==> src/rtl/level_regfile_pkg.sv <==
package level_regfile_pkg;

  localparam int WORD_W    = 16;
  localparam int BUS_W     = 32;
  localparam int BE_W      = 4;
  localparam int ADDR_W    = 6;
  localparam int LEVELS    = 4;
  localparam int GPRS      = 8;
  localparam int LVL_W     = 2;
  localparam int GPR_W     = 3;
  localparam int LSB_BYTES = 22;
  localparam int LSB_WORDS = LSB_BYTES / 2;
  localparam int SIGN_BIT  = WORD_W - 1;
  localparam int BYTE_W    = 8;

  localparam logic [WORD_W-1:0] WORD_ONES  = 16'hFFFF;
  localparam logic [WORD_W-1:0] WORD_ZERO  = 16'h0000;
  localparam logic [WORD_W-1:0] INSTR_STEP = 16'h0002;

  // Register byte offsets on the bus.
  localparam logic [ADDR_W-1:0] OFF_CMD     = 6'h00;
  localparam logic [ADDR_W-1:0] OFF_OPERAND = 6'h04;
  localparam logic [ADDR_W-1:0] OFF_RESULT  = 6'h08;
  localparam logic [ADDR_W-1:0] OFF_LSR     = 6'h0C;
  localparam logic [ADDR_W-1:0] OFF_MASK    = 6'h10;
  localparam logic [ADDR_W-1:0] OFF_PSW     = 6'h14;
  localparam logic [ADDR_W-1:0] OFF_SAR     = 6'h18;
  localparam logic [ADDR_W-1:0] OFF_CONBUF  = 6'h1C;
  localparam logic [ADDR_W-1:0] OFF_CURRENT_INSTR_ADDR_REG    = 6'h20;
  localparam logic [ADDR_W-1:0] OFF_IAR     = 6'h24;
  localparam logic [ADDR_W-1:0] OFF_STATUS  = 6'h28;
  localparam logic [ADDR_W-1:0] OFF_LSB_SEL = 6'h2C;
  localparam logic [ADDR_W-1:0] OFF_LSB_DAT = 6'h30;

  // Level status register fields, numbered with bit 15 as the leftmost bit.
  localparam int LSR_EVEN     = 15;
  localparam int LSR_CARRY    = 14;
  localparam int LSR_OVF      = 13;
  localparam int LSR_NEG      = 12;
  localparam int LSR_ZERO     = 11;
  localparam logic [WORD_W-1:0] LSR_USED_MASK = 16'hF8F0;

  localparam int PSW_SPEC_BIT = 15;
  localparam logic [WORD_W-1:0] PSW_ERR_MASK = 16'hFFF0;

  localparam int ST_STOPPED = 0;
  localparam int ST_CLASS   = 1;

  localparam logic [3:0] LSB_IDX_IAR  = 4'h0;
  localparam logic [3:0] LSB_IDX_LSR  = 4'h1;
  localparam logic [3:0] LSB_IDX_GPR0 = 4'h2;

  localparam logic [LEVELS-1:0] MASK_RESET = 4'h0;

  typedef enum logic [2:0] {
    ALU_ADD = 3'h0,
    ALU_SUB = 3'h1,
    ALU_AND = 3'h2,
    ALU_OR  = 3'h3,
    ALU_XOR = 3'h4
  } alu_op_e;

  typedef enum logic [3:0] {
    OP_NOP      = 4'h0,
    OP_ADD      = 4'h1,
    OP_SUB      = 4'h2,
    OP_AND      = 4'h3,
    OP_OR       = 4'h4,
    OP_XOR      = 4'h5,
    OP_NEG      = 4'h6,
    OP_LOAD     = 4'h7,
    OP_LOAD_S8  = 4'h8,
    OP_COPY_CON = 4'h9,
    OP_FETCH    = 4'hA,
    OP_BRANCH   = 4'hB,
    OP_WORD_EA  = 4'hC,
    OP_RUN      = 4'hD,
    OP_STOP     = 4'hE,
    OP_READ_GPR = 4'hF
  } cmd_op_e;

  typedef struct packed {
    logic [3:0]       pad;
    logic [GPR_W-1:0] r2;
    logic [GPR_W-1:0] r1;
    logic [LVL_W-1:0] level;
    cmd_op_e          op;
  } cmd_s;

  typedef struct packed {
    logic [WORD_W-LVL_W-5:0] pad;
    logic [LVL_W-1:0]        level;
    logic [3:0]              word;
  } lsb_sel_s;

  typedef struct packed {
    logic [WORD_W-1:0] result;
    logic              carry;
    logic              overflow;
  } alu_out_s;

endpackage : level_regfile_pkg

==> src/rtl/alu16.sv <==
`timescale 1ns/1ns
module alu16 (
  input  wire logic [level_regfile_pkg::WORD_W-1:0] a,
  input  wire logic [level_regfile_pkg::WORD_W-1:0] b,
  input  wire level_regfile_pkg::alu_op_e            op,
  output level_regfile_pkg::alu_out_s                out
);
  import level_regfile_pkg::*;

  logic [WORD_W-1:0] b_eff;
  logic [WORD_W:0]   sum;
  logic              is_sub;

  always_comb begin
    is_sub = (op == ALU_SUB);
    // Subtraction adds the inverted subtrahend plus one, so no sign mode is needed.
    b_eff  = is_sub ? (b ^ WORD_ONES) : b;
    sum    = {1'b0, a} + {1'b0, b_eff} + {{WORD_W{1'b0}}, is_sub};
    out.result   = sum[WORD_W-1:0];
    out.carry    = 1'b0;
    out.overflow = 1'b0;
    unique case (op)
      ALU_ADD, ALU_SUB: begin
        // Carry reports unsigned overflow, so for subtract it is the borrow.
        out.carry    = is_sub ? ~sum[WORD_W] : sum[WORD_W];
        // Result beyond 7FFF or below 8000 flips the sign against both operands.
        out.overflow = (a[SIGN_BIT] == b_eff[SIGN_BIT]) &&
                       (sum[SIGN_BIT] != a[SIGN_BIT]);
      end
      ALU_AND: out.result = a & b;
      ALU_OR:  out.result = a | b;
      ALU_XOR: out.result = a ^ b;
      default: out.result = sum[WORD_W-1:0];
    endcase
  end

endmodule : alu16

==> src/rtl/level_register_file_alu.sv <==
// Our own choices: register access over Avalon-MM and the address map.
`timescale 1ns/1ns
module level_register_file_alu (
  input  wire logic                                   clk,
  input  wire logic                                   rst_n,
  input  wire logic [level_regfile_pkg::ADDR_W-1:0]   avs_address,
  input  wire logic                                   avs_read,
  input  wire logic                                   avs_write,
  input  wire logic [level_regfile_pkg::BUS_W-1:0]    avs_writedata,
  input  wire logic [level_regfile_pkg::BE_W-1:0]     avs_byteenable,
  output logic      [level_regfile_pkg::BUS_W-1:0]    avs_readdata,
  output logic                                        avs_waitrequest,
  output logic      [level_regfile_pkg::LEVELS-1:0]   level_irq_enable,
  output logic                                        class_irq,
  output logic                                        program_check
);
  import level_regfile_pkg::*;

  logic [WORD_W-1:0] gpr_reg   [LEVELS][GPRS];
  logic [WORD_W-1:0] gpr_next  [LEVELS][GPRS];
  logic [WORD_W-1:0] iar_reg   [LEVELS];
  logic [WORD_W-1:0] iar_next  [LEVELS];
  logic [WORD_W-1:0] lsr_reg   [LEVELS];
  logic [WORD_W-1:0] lsr_next  [LEVELS];

  logic [WORD_W-1:0] operand_reg, operand_next;
  logic [WORD_W-1:0] result_reg, result_next;
  logic [WORD_W-1:0] psw_reg, psw_next;
  logic [WORD_W-1:0] sar_reg, sar_next;
  logic [WORD_W-1:0] conbuf_reg, conbuf_next;
  logic [WORD_W-1:0] current_instr_addr_reg_reg, current_instr_addr_reg_next;
  logic [LEVELS-1:0] mask_reg, mask_next;
  lsb_sel_s          lsb_sel_reg, lsb_sel_next;
  logic              stopped_reg, stopped_next;
  logic [BUS_W-1:0]  readdata_reg, readdata_next;
  logic              waitrequest_reg, waitrequest_next;
  logic              class_irq_reg, class_irq_next;
  logic              prog_chk_reg, prog_chk_next;

  logic              accept;
  logic              do_cmd;
  logic              spec_check;
  cmd_s              cmd;
  logic [WORD_W-1:0] rd_val;
  logic [WORD_W-1:0] wr_val;
  logic [WORD_W-1:0] alu_a, alu_b;
  alu_op_e           alu_op;
  alu_out_s          alu_out;

  // Merges the two low byte lanes of a bus write into a 16-bit register.
  function automatic logic [WORD_W-1:0] be_merge(input logic [WORD_W-1:0] old_v,
                                                 input logic [BUS_W-1:0]  wd,
                                                 input logic [BE_W-1:0]   be);
    logic [WORD_W-1:0] v;
    v = old_v;
    if (be[0]) begin
      v[BYTE_W-1:0] = wd[BYTE_W-1:0];
    end
    if (be[1]) begin
      v[WORD_W-1:BYTE_W] = wd[WORD_W-1:BYTE_W];
    end
    return v;
  endfunction : be_merge

  // Loads the result indicators; the control bits are kept as they are.
  function automatic logic [WORD_W-1:0] set_flags(input logic [WORD_W-1:0] level_status_reg,
                                                  input logic [WORD_W-1:0] res,
                                                  input logic              c,
                                                  input logic              o);
    logic [WORD_W-1:0] v;
    v            = level_status_reg;
    v[LSR_EVEN]  = ~res[0];
    v[LSR_CARRY] = c;
    v[LSR_OVF]   = o;
    v[LSR_NEG]   = res[SIGN_BIT];
    v[LSR_ZERO]  = (res == WORD_ZERO);
    return v;
  endfunction : set_flags

  alu16 u_alu (
    .a   (alu_a),
    .b   (alu_b),
    .op  (alu_op),
    .out (alu_out)
  );

  // The slave takes a request while waitrequest is high and drops it for one cycle.
  assign accept = (avs_read | avs_write) & waitrequest_reg;
  assign do_cmd = accept & avs_write & ~avs_read & (avs_address == OFF_CMD);
  assign cmd    = cmd_s'(avs_writedata[WORD_W-1:0]);

  always_comb begin
    alu_a  = WORD_ZERO;
    alu_b  = WORD_ZERO;
    alu_op = ALU_ADD;
    unique case (cmd.op)
      OP_ADD, OP_SUB, OP_AND, OP_OR, OP_XOR: begin
        alu_a = gpr_reg[cmd.level][cmd.r1];
        alu_b = gpr_reg[cmd.level][cmd.r2];
        unique case (cmd.op)
          OP_SUB:  alu_op = ALU_SUB;
          OP_AND:  alu_op = ALU_AND;
          OP_OR:   alu_op = ALU_OR;
          OP_XOR:  alu_op = ALU_XOR;
          default: alu_op = ALU_ADD;
        endcase
      end
      OP_NEG: begin
        alu_b  = gpr_reg[cmd.level][cmd.r2];
        alu_op = ALU_SUB;
      end
      OP_FETCH: begin
        alu_a = iar_reg[cmd.level];
        alu_b = INSTR_STEP;
      end
      OP_BRANCH: begin
        alu_a = gpr_reg[cmd.level][cmd.r2];
        alu_b = operand_reg;
      end
      OP_WORD_EA: begin
        alu_a = gpr_reg[cmd.level][cmd.r2];
        alu_b = {operand_reg[WORD_W-2:0], 1'b0};
      end
      default: begin
        alu_op = ALU_ADD;
      end
    endcase
  end

  always_comb begin
    gpr_next         = gpr_reg;
    iar_next         = iar_reg;
    lsr_next         = lsr_reg;
    operand_next     = operand_reg;
    result_next      = result_reg;
    psw_next         = psw_reg;
    sar_next         = sar_reg;
    conbuf_next      = conbuf_reg;
    current_instr_addr_reg_next        = current_instr_addr_reg_reg;
    mask_next        = mask_reg;
    lsb_sel_next     = lsb_sel_reg;
    stopped_next     = stopped_reg;
    readdata_next    = readdata_reg;
    waitrequest_next = 1'b1;
    prog_chk_next    = 1'b0;
    spec_check       = 1'b0;
    rd_val           = WORD_ZERO;
    wr_val           = be_merge(WORD_ZERO, avs_writedata, avs_byteenable);

    if (accept && avs_read) begin
      waitrequest_next = 1'b0;
      unique case (avs_address)
        OFF_OPERAND: rd_val = operand_reg;
        OFF_RESULT:  rd_val = result_reg;
        OFF_LSR:     rd_val = lsr_reg[lsb_sel_reg.level] & LSR_USED_MASK;
        OFF_MASK:    rd_val = {{(WORD_W-LEVELS){1'b0}}, mask_reg};
        OFF_PSW: begin
          // Copy-status-and-reset is the only path that shows the status word.
          rd_val   = psw_reg;
          psw_next = WORD_ZERO;
        end
        OFF_SAR:     rd_val = sar_reg;
        OFF_CONBUF:  rd_val = conbuf_reg;
        OFF_CURRENT_INSTR_ADDR_REG:    rd_val = current_instr_addr_reg_reg;
        OFF_IAR:     rd_val = iar_reg[lsb_sel_reg.level];
        OFF_STATUS: begin
          rd_val[ST_STOPPED] = stopped_reg;
          rd_val[ST_CLASS]   = class_irq_reg;
        end
        OFF_LSB_SEL: rd_val = WORD_W'(lsb_sel_reg);
        OFF_LSB_DAT: begin
          // Word index 10 is the tail of the 22-byte block and reads as zero.
          if (lsb_sel_reg.word == LSB_IDX_IAR) begin
            rd_val = iar_reg[lsb_sel_reg.level];
          end else if (lsb_sel_reg.word == LSB_IDX_LSR) begin
            rd_val = lsr_reg[lsb_sel_reg.level] & LSR_USED_MASK;
          end else if (lsb_sel_reg.word < LSB_IDX_GPR0 + 4'(GPRS)) begin
            rd_val = gpr_reg[lsb_sel_reg.level]
                            [GPR_W'(lsb_sel_reg.word - LSB_IDX_GPR0)];
          end
        end
        default:     rd_val = WORD_ZERO;
      endcase
      readdata_next = {{(BUS_W-WORD_W){1'b0}}, rd_val};
    end else if (accept && avs_write) begin
      waitrequest_next = 1'b0;
      unique case (avs_address)
        OFF_OPERAND: operand_next = be_merge(operand_reg, avs_writedata, avs_byteenable);
        OFF_LSR: begin
          lsr_next[lsb_sel_reg.level] = be_merge(lsr_reg[lsb_sel_reg.level], avs_writedata,
                                                 avs_byteenable) & LSR_USED_MASK;
        end
        OFF_MASK:    mask_next = LEVELS'(be_merge({{(WORD_W-LEVELS){1'b0}}, mask_reg},
                                                 avs_writedata, avs_byteenable));
        OFF_SAR:     sar_next = be_merge(sar_reg, avs_writedata, avs_byteenable);
        OFF_CONBUF:  conbuf_next = be_merge(conbuf_reg, avs_writedata, avs_byteenable);
        OFF_IAR: begin
          iar_next[lsb_sel_reg.level] = be_merge(iar_reg[lsb_sel_reg.level], avs_writedata,
                                                 avs_byteenable);
        end
        OFF_LSB_SEL: lsb_sel_next = lsb_sel_s'(wr_val);
        default: begin
          result_next = result_reg;
        end
      endcase
    end

    if (do_cmd) begin
      unique case (cmd.op)
        OP_ADD, OP_SUB, OP_AND, OP_OR, OP_XOR: begin
          gpr_next[cmd.level][cmd.r1] = alu_out.result;
          result_next                 = alu_out.result;
          lsr_next[cmd.level] = set_flags(lsr_reg[cmd.level], alu_out.result,
                                          alu_out.carry, alu_out.overflow);
        end
        OP_NEG: begin
          gpr_next[cmd.level][cmd.r1] = alu_out.result;
          result_next                 = alu_out.result;
          lsr_next[cmd.level] = set_flags(lsr_reg[cmd.level], alu_out.result,
                                          alu_out.carry, alu_out.overflow);
        end
        OP_LOAD: begin
          gpr_next[cmd.level][cmd.r1] = operand_reg;
          result_next                 = operand_reg;
        end
        OP_LOAD_S8: begin
          gpr_next[cmd.level][cmd.r1] = {{(WORD_W-BYTE_W){operand_reg[BYTE_W-1]}},
                                         operand_reg[BYTE_W-1:0]};
          result_next = {{(WORD_W-BYTE_W){operand_reg[BYTE_W-1]}},
                         operand_reg[BYTE_W-1:0]};
        end
        OP_COPY_CON: begin
          gpr_next[cmd.level][cmd.r1] = conbuf_reg;
          result_next                 = conbuf_reg;
        end
        OP_FETCH: begin
          if (!stopped_reg) begin
            sar_next = iar_reg[cmd.level];
            if (iar_reg[cmd.level][0]) begin
              spec_check = 1'b1;
            end else begin
              current_instr_addr_reg_next           = iar_reg[cmd.level];
              iar_next[cmd.level] = alu_out.result;
            end
          end
        end
        OP_BRANCH: begin
          if (!stopped_reg) begin
            result_next = alu_out.result;
            if (alu_out.result[0]) begin
              spec_check = 1'b1;
            end else begin
              iar_next[cmd.level] = alu_out.result;
            end
          end
        end
        OP_WORD_EA: begin
          // An odd base makes the word address invalid, so no storage cycle starts.
          if (gpr_reg[cmd.level][cmd.r2][0]) begin
            spec_check = 1'b1;
          end else begin
            sar_next    = alu_out.result;
            result_next = alu_out.result;
          end
        end
        OP_RUN:      stopped_next = 1'b0;
        OP_STOP:     stopped_next = 1'b1;
        OP_READ_GPR: result_next = gpr_reg[cmd.level][cmd.r1];
        default: begin
          result_next = result_reg;
        end
      endcase
    end

    // A check raised during a status copy survives the clear.
    if (spec_check) begin
      psw_next[PSW_SPEC_BIT] = 1'b1;
      prog_chk_next          = 1'b1;
    end
    class_irq_next = |(psw_next & PSW_ERR_MASK);
  end

  always_ff @(posedge clk) begin
    if (!rst_n) begin
      for (int l = 0; l < LEVELS; l++) begin
        for (int g = 0; g < GPRS; g++) begin
          gpr_reg[l][g] <= WORD_ZERO;
        end
        iar_reg[l] <= WORD_ZERO;
        lsr_reg[l] <= WORD_ZERO;
      end
      operand_reg     <= WORD_ZERO;
      result_reg      <= WORD_ZERO;
      psw_reg         <= WORD_ZERO;
      sar_reg         <= WORD_ZERO;
      conbuf_reg      <= WORD_ZERO;
      current_instr_addr_reg_reg        <= WORD_ZERO;
      mask_reg        <= MASK_RESET;
      lsb_sel_reg     <= lsb_sel_s'(WORD_ZERO);
      stopped_reg     <= 1'b0;
      readdata_reg    <= '0;
      waitrequest_reg <= 1'b1;
      class_irq_reg   <= 1'b0;
      prog_chk_reg    <= 1'b0;
    end else begin
      gpr_reg         <= gpr_next;
      iar_reg         <= iar_next;
      lsr_reg         <= lsr_next;
      operand_reg     <= operand_next;
      result_reg      <= result_next;
      psw_reg         <= psw_next;
      sar_reg         <= sar_next;
      conbuf_reg      <= conbuf_next;
      current_instr_addr_reg_reg        <= current_instr_addr_reg_next;
      mask_reg        <= mask_next;
      lsb_sel_reg     <= lsb_sel_next;
      stopped_reg     <= stopped_next;
      readdata_reg    <= readdata_next;
      waitrequest_reg <= waitrequest_next;
      class_irq_reg   <= class_irq_next;
      prog_chk_reg    <= prog_chk_next;
    end
  end

  assign avs_readdata     = readdata_reg;
  assign avs_waitrequest  = waitrequest_reg;
  assign level_irq_enable = mask_reg;
  assign class_irq        = class_irq_reg;
  assign program_check    = prog_chk_reg;

endmodule : level_register_file_alu

==> config.mk <==
export PLATFORM = sky130hd
export DESIGN_NAME = level_register_file_alu
export DESIGN_NICKNAME = d
export VERILOG_FILES = /design/src/rtl/level_regfile_pkg.sv /design/src/rtl/alu16.sv /design/src/rtl/level_register_file_alu.sv
export SDC_FILE = /design/constraint.sdc
export NUM_CORES = 2
export LEC_CHECK = 0
export BUFFER_PORTS_ARGS = -buffer_cell sky130_fd_sc_hd__buf_4
export CAP_MARGIN = 40
export CELL_PAD_IN_SITES_DETAIL_PLACEMENT = 1
export CELL_PAD_IN_SITES_GLOBAL_PLACEMENT = 2
export CORE_MARGIN = 2
export CORE_UTILIZATION = 23
export DETAILED_ROUTE_END_ITERATION = 7
export HOLD_SLACK_MARGIN = 0.02
export PLACE_DENSITY = 0.53
export SLEW_MARGIN = 20
export SYNTH_ARGS = -nofsm -noshare
export SYNTH_HDL_FRONTEND = slang
export SYNTH_SLANG_ARGS = --single-unit
==> constraint.sdc <==
create_clock -name clk -period 18.05 [get_ports clk]
set_input_delay 3.61 -clock clk [delete_from_list [all_inputs] [get_ports clk]]
set_output_delay 3.61 -clock clk [all_outputs]
set_load 0.03 [all_outputs]
Word-level counts from Yosys, hierarchy flattened
Cells that the tools add are included.
{"block": "op_classes", "add_sub_neg": 3, "order_cmp": 9, "n_eq_ne": 36, "n_mux": 115, "bitwise_logic": 20, "reduce_logical": 28}
{"cell": "$bwmux 512", "n": 4}
{"cell": "$pmux 512 s4", "n": 1}
{"cell": "$mux 64", "n": 13}
{"cell": "$mux 128", "n": 5}
{"cell": "$bmux 128 s2", "n": 2}
{"cell": "$mux 16", "n": 29}
{"cell": "$bwmux 64", "n": 4}
{"cell": "$demux 128 s2", "n": 1}
{"cell": "$mux 8", "n": 20}
{"cell": "$pmux 14 s11", "n": 1}
{"cell": "$bmux 16 s3", "n": 3}
{"cell": "$bmux 16 s2", "n": 4}
{"cell": "$pmux 64 s2", "n": 1}
{"cell": "$pmux 16 s7", "n": 1}
{"cell": "$pmux 16 s3", "n": 2}
{"cell": "$demux 16 s2", "n": 2}
{"cell": "$pmux 16 s4", "n": 1}
{"cell": "$demux 16 s3", "n": 1}
{"cell": "$eq 4x4->1 const B", "n": 8}
{"cell": "$pmux 16 s2", "n": 1}
{"cell": "$eq 6x6->1 const B", "n": 5}
{"cell": "$reduce_and 4->1", "n": 7}
{"cell": "$eq 6x5->1 const B", "n": 4}
{"cell": "$mux 11", "n": 2}
{"cell": "other kinds (49)", "n": 89}
{"block": "word_totals", "ff_bits": 771, "inputBits": 46, "output_inout_bits": 39, "wordCells": 268}

Logic depth before layout (Yosys ltp)
{"block": "logic_depth", "depth_word": 19, "mapped_depth": 25, "mapped_depth_nobuf": 19}

Modules after synthesis
A second synthesis with hierarchy kept.
{"block": "unflattened", "cells_unflattened": 5350, "hier_area_um2": 46364.5}
{"mod": "level_register_file_alu", "n_inst": 1, "cells_each": 5072, "area_each_um2": 44372.6, "seq_area_each_um2": 14874.3}
{"mod": "alu16", "n_inst": 1, "cells_each": 278, "area_each_um2": 1991.9, "seq_area_each_um2": 0.0}

Worst setup path before layout
No wires, ideal clock.
{"block": "synth_path", "kind": "input -> register", "start": "input port avs_writedata[5] in the netlist's numbering", "end": "register with a tool-made name", "setup_time_ns": 0.115, "arrival_time_ns": 9.255, "required_time_ns": 17.935, "slack_ns": 8.680, "path_stages": 23, "n_path_buf": 6, "cell_sequence": "buf_6 -> buf_6 -> buf_2 -> buf_2 -> buf_1 -> mux4_2 -> mux4_2 -> mux2i_1 -> o21ai_0 -> xnor2_1 -> ha_1 -> nor2b_1 -> o31a_1 -> o21ai_0 -> a21oi_1 -> o21ai_1 -> a21boi_0 -> o21a_1 -> or3_1 -> a311oi_1 -> clkbuf_1 -> o31ai_1 -> and2_1"}
{"item": "start: declaration", "line_no": "level_register_file_alu.sv:9", "rtl": "input wire logic [level_regfile_pkg::BUS_W-1:0] avs_writedata,"}

==> results.json <==
{
  "setup_tns_ps": 0,
  "drt_first_pass_iters": 6,
  "powerDensity_nw_per_um2": 80.0,
  "leakage_nw": 16.1,
  "final_nets": 5015,
  "required_ps": 18660,
  "maxCapViolations": 0,
  "max_freq_ghz": 0.0958,
  "final_max_slew_viol_count": 0,
  "postCtsHoldBufs": 0,
  "grt-ovfl-total": 0,
  "vias": 41300,
  "min_period_ps": 10440,
  "ant_nets": 0,
  "syn_area_per_cell_um2": 8.68,
  "grt_pass1_wl_um": 330000,
  "postSynthCellCount": 5021,
  "crit_fanout": 77,
  "clk_pin_slew_ps": 60,
  "wl_per_cell_um": 31.5,
  "placementRows": 159,
  "area_delta_synth_final_pct": 16.8,
  "track_usage": 0.239,
  "critical_path.cell_chain": "buf_8, buf_12, buf_4, mux4_2, mux4_2, mux2i_1, o21ai_0, xnor2_1, ha_1, or4_1, o21ai_0, a21oi_1, o21ai_1, a21boi_0, o21a_1, or3_1, a311oi_4, buf_4, o31ai_1, and2_1",
  "drtIter0Drc": 3462,
  "end_kind": "flop",
  "layout_setup_ws_ps": 7610,
  "nFillCells": 21700,
  "post_cts_buffers": 0,
  "min_period_over_period": 0.578,
  "worstPathArrival_ps": 11050,
  "ys_ff_latch": 743,
  "wl_um": 236000,
  "post_route_cells_drive_above_1_share": 0.187,
  "core-area_um2": 188000,
  "netlist-cell-type-count": 86,
  "portBuffers": 50,
  "clockRootBuffer": "clkbuf_16",
  "max-slew-margin-rel": 0.325,
  "antenna_found_initial": 14,
  "whs_ps": 456,
  "pre_cts_ws_ps": 6950,
  "critical-path-slowest-cell": "mux4_2",
  "synth_seq_area_share": 0.341,
  "tritoncts": "built",
  "placed_cells": 7307,
  "rsz0062_at_grt": "false",
  "ios": 85,
  "critPathKind": "in2reg",
  "grt_pass1_vias": 40900,
  "async_flop_share": 0,
  "gp_congestion": 0.906,
  "grt_max_degree": 86,
  "final_cells": 7494,
  "r2r_cells": 19,
  "drcViolationCount": 0,
  "hold_depth": 2,
  "hpwl_um": 165000,
  "synth-edff-count": 0,
  "max_stage_delay_ps": 660,
  "setup_violations": 0,
  "die_h_um": 439,
  "max-clock-path-buffers": 3,
  "status": "complete, no violations",
  "hp-class": "reg2reg",
  "htreeDepth": 3,
  "start_kind": "input port",
  "fin_worst_skew_ps": 41.7,
  "clock_latency_ps": 750,
  "yosysWarnings": 0,
  "vdd_drop_max_mv": 0.0717,
  "cts_resized": 0,
  "viasPerCell": 5.51,
  "cts_made_buffers": 95,
  "dieWidth_um": 439,
  "numClockSinks": 743,
  "start_util": 0.232,
  "fp.dieArea_um2": 193000,
  "finalHoldViolCount": 0,
  "syn_area_um2": 43600,
  "synthFlopType": "dfxtp_1",
  "tightest_slew_ps": 1010
}
power breakdown:
group	total [mW]	internal, mW	leakage, nW	switching [mW]
registers	1.64	1.64	5.99	0.00188
logic	0.335	0.0792	8.43	0.256
clock network	2.10	1.24	1.65	0.857
total	4.08	2.96	16.1	1.11
layout by cell type (no fill, tap or decap), drive strengths merged, types with 7 or more instances in the layout:
master,n
dfxtp,743
and3,12
a211oi,101
or2,8
clkinv,19
a221oi,61
mux4,347
a21o,12
a31oi,34
clkbuf,144
mux2,47
a22oi,107
nand2,955
nor2b,17
o211ai,57
nor3,39
ha,47
o31ai,27
nand3,145
bufinv,10
buf,282
o22a,7
o21a,16
o221ai,10
nor2,365
o2111ai,8
a222oi,19
nor4,13
inv,49
o22ai,71
and2,49
nand4,17
a221o,18
nand2b,16
mux2i,125
conb,16
or3,18
o21ai,273
a21oi,605
xnor2,20
cells in the mapped netlist, drive strengths merged (61+ instances only):
cell    instances  area (um2)
nand2         955        3590
dfxtp         743       14900
a21oi         605        3030
nor2          365        1370
clkbuf        362        1360
mux4          347        7820
o21ai         273        1370
nand3         145         726
buf           136         672
mux2i         125        1250
a22oi         107         803
a211oi        101         771
o22ai          71         444
a221oi         61         566
worst paths after layout:
| path | start | endpoint | slack, ps |
|---|---|---|---|
| max | avs_writedata[4] | flop | 7610 |
| min | result_reg[5] | result_reg[5] | 460 |
| max reg2reg | flop | flop | 11720 |
| min reg2reg | result_reg[5] | result_reg[5] | 460 |
through the flow:
stage          power [mW]  area [um2]  utilization
2_1_floorplan        1.86       43600            -
4_1_cts              4.12       50800        0.270
3_5_place_dp         2.01       47400        0.252
3_3_place_gp         2.01       46900        0.249
6_report             4.07       50900        0.271
5_1_grt              4.19       50900        0.271
layer usage:
layer,vias to the layer above,wire length [um],GRT usage
li1,18300,-,-
met4,2,10700,0.0973
met1,21600,102000,0.315
met5,-,13,0
met3,329,12000,0.0319
met2,1160,111000,0.393
kinds of logic (layout without fill, tap and decap cells):
kind of cell             after synthesis  after routing  share of synthesized area
buffers and inverters                545            507                     0.0507
XOR/XNOR                              22             22                    0.00485
adder cells (fa/ha/maj)               48             48                     0.0140
flip-flops                           743            743                      0.341
other                                  1             17                  0.0000861
AND/OR/NAND/NOR                     1673           1673                      0.161
AO/OA/AOI/OAI                       1470           1470                      0.207
multiplexers                         519            519                      0.220
worst max-delay path: cells and delay by family:
kind | cells | cell delay (ps)
XOR/XNOR | 1 | 210
AND/OR/NAND/NOR | 3 | 1080
buffers and inverters | 4 | 1920
AO/OA/AOI/OAI | 8 | 1900
adder cells (fa/ha/maj) | 1 | 270
multiplexers | 3 | 1780
area by class of cell:
cell class              count  area (um2)  area share
clock inverters            34         493     0.00968
repair buffers            286        2450      0.0481
diodes                      1        2.50   0.0000492
clock buffers             140        2860      0.0562
inverters                  47         185     0.00364
well taps                2495        3120      0.0613
multi-input cells        3748       26900       0.529
flip-flops and latches    743       14900       0.292
Note: power is estimated with default switching activity, not from simulation.
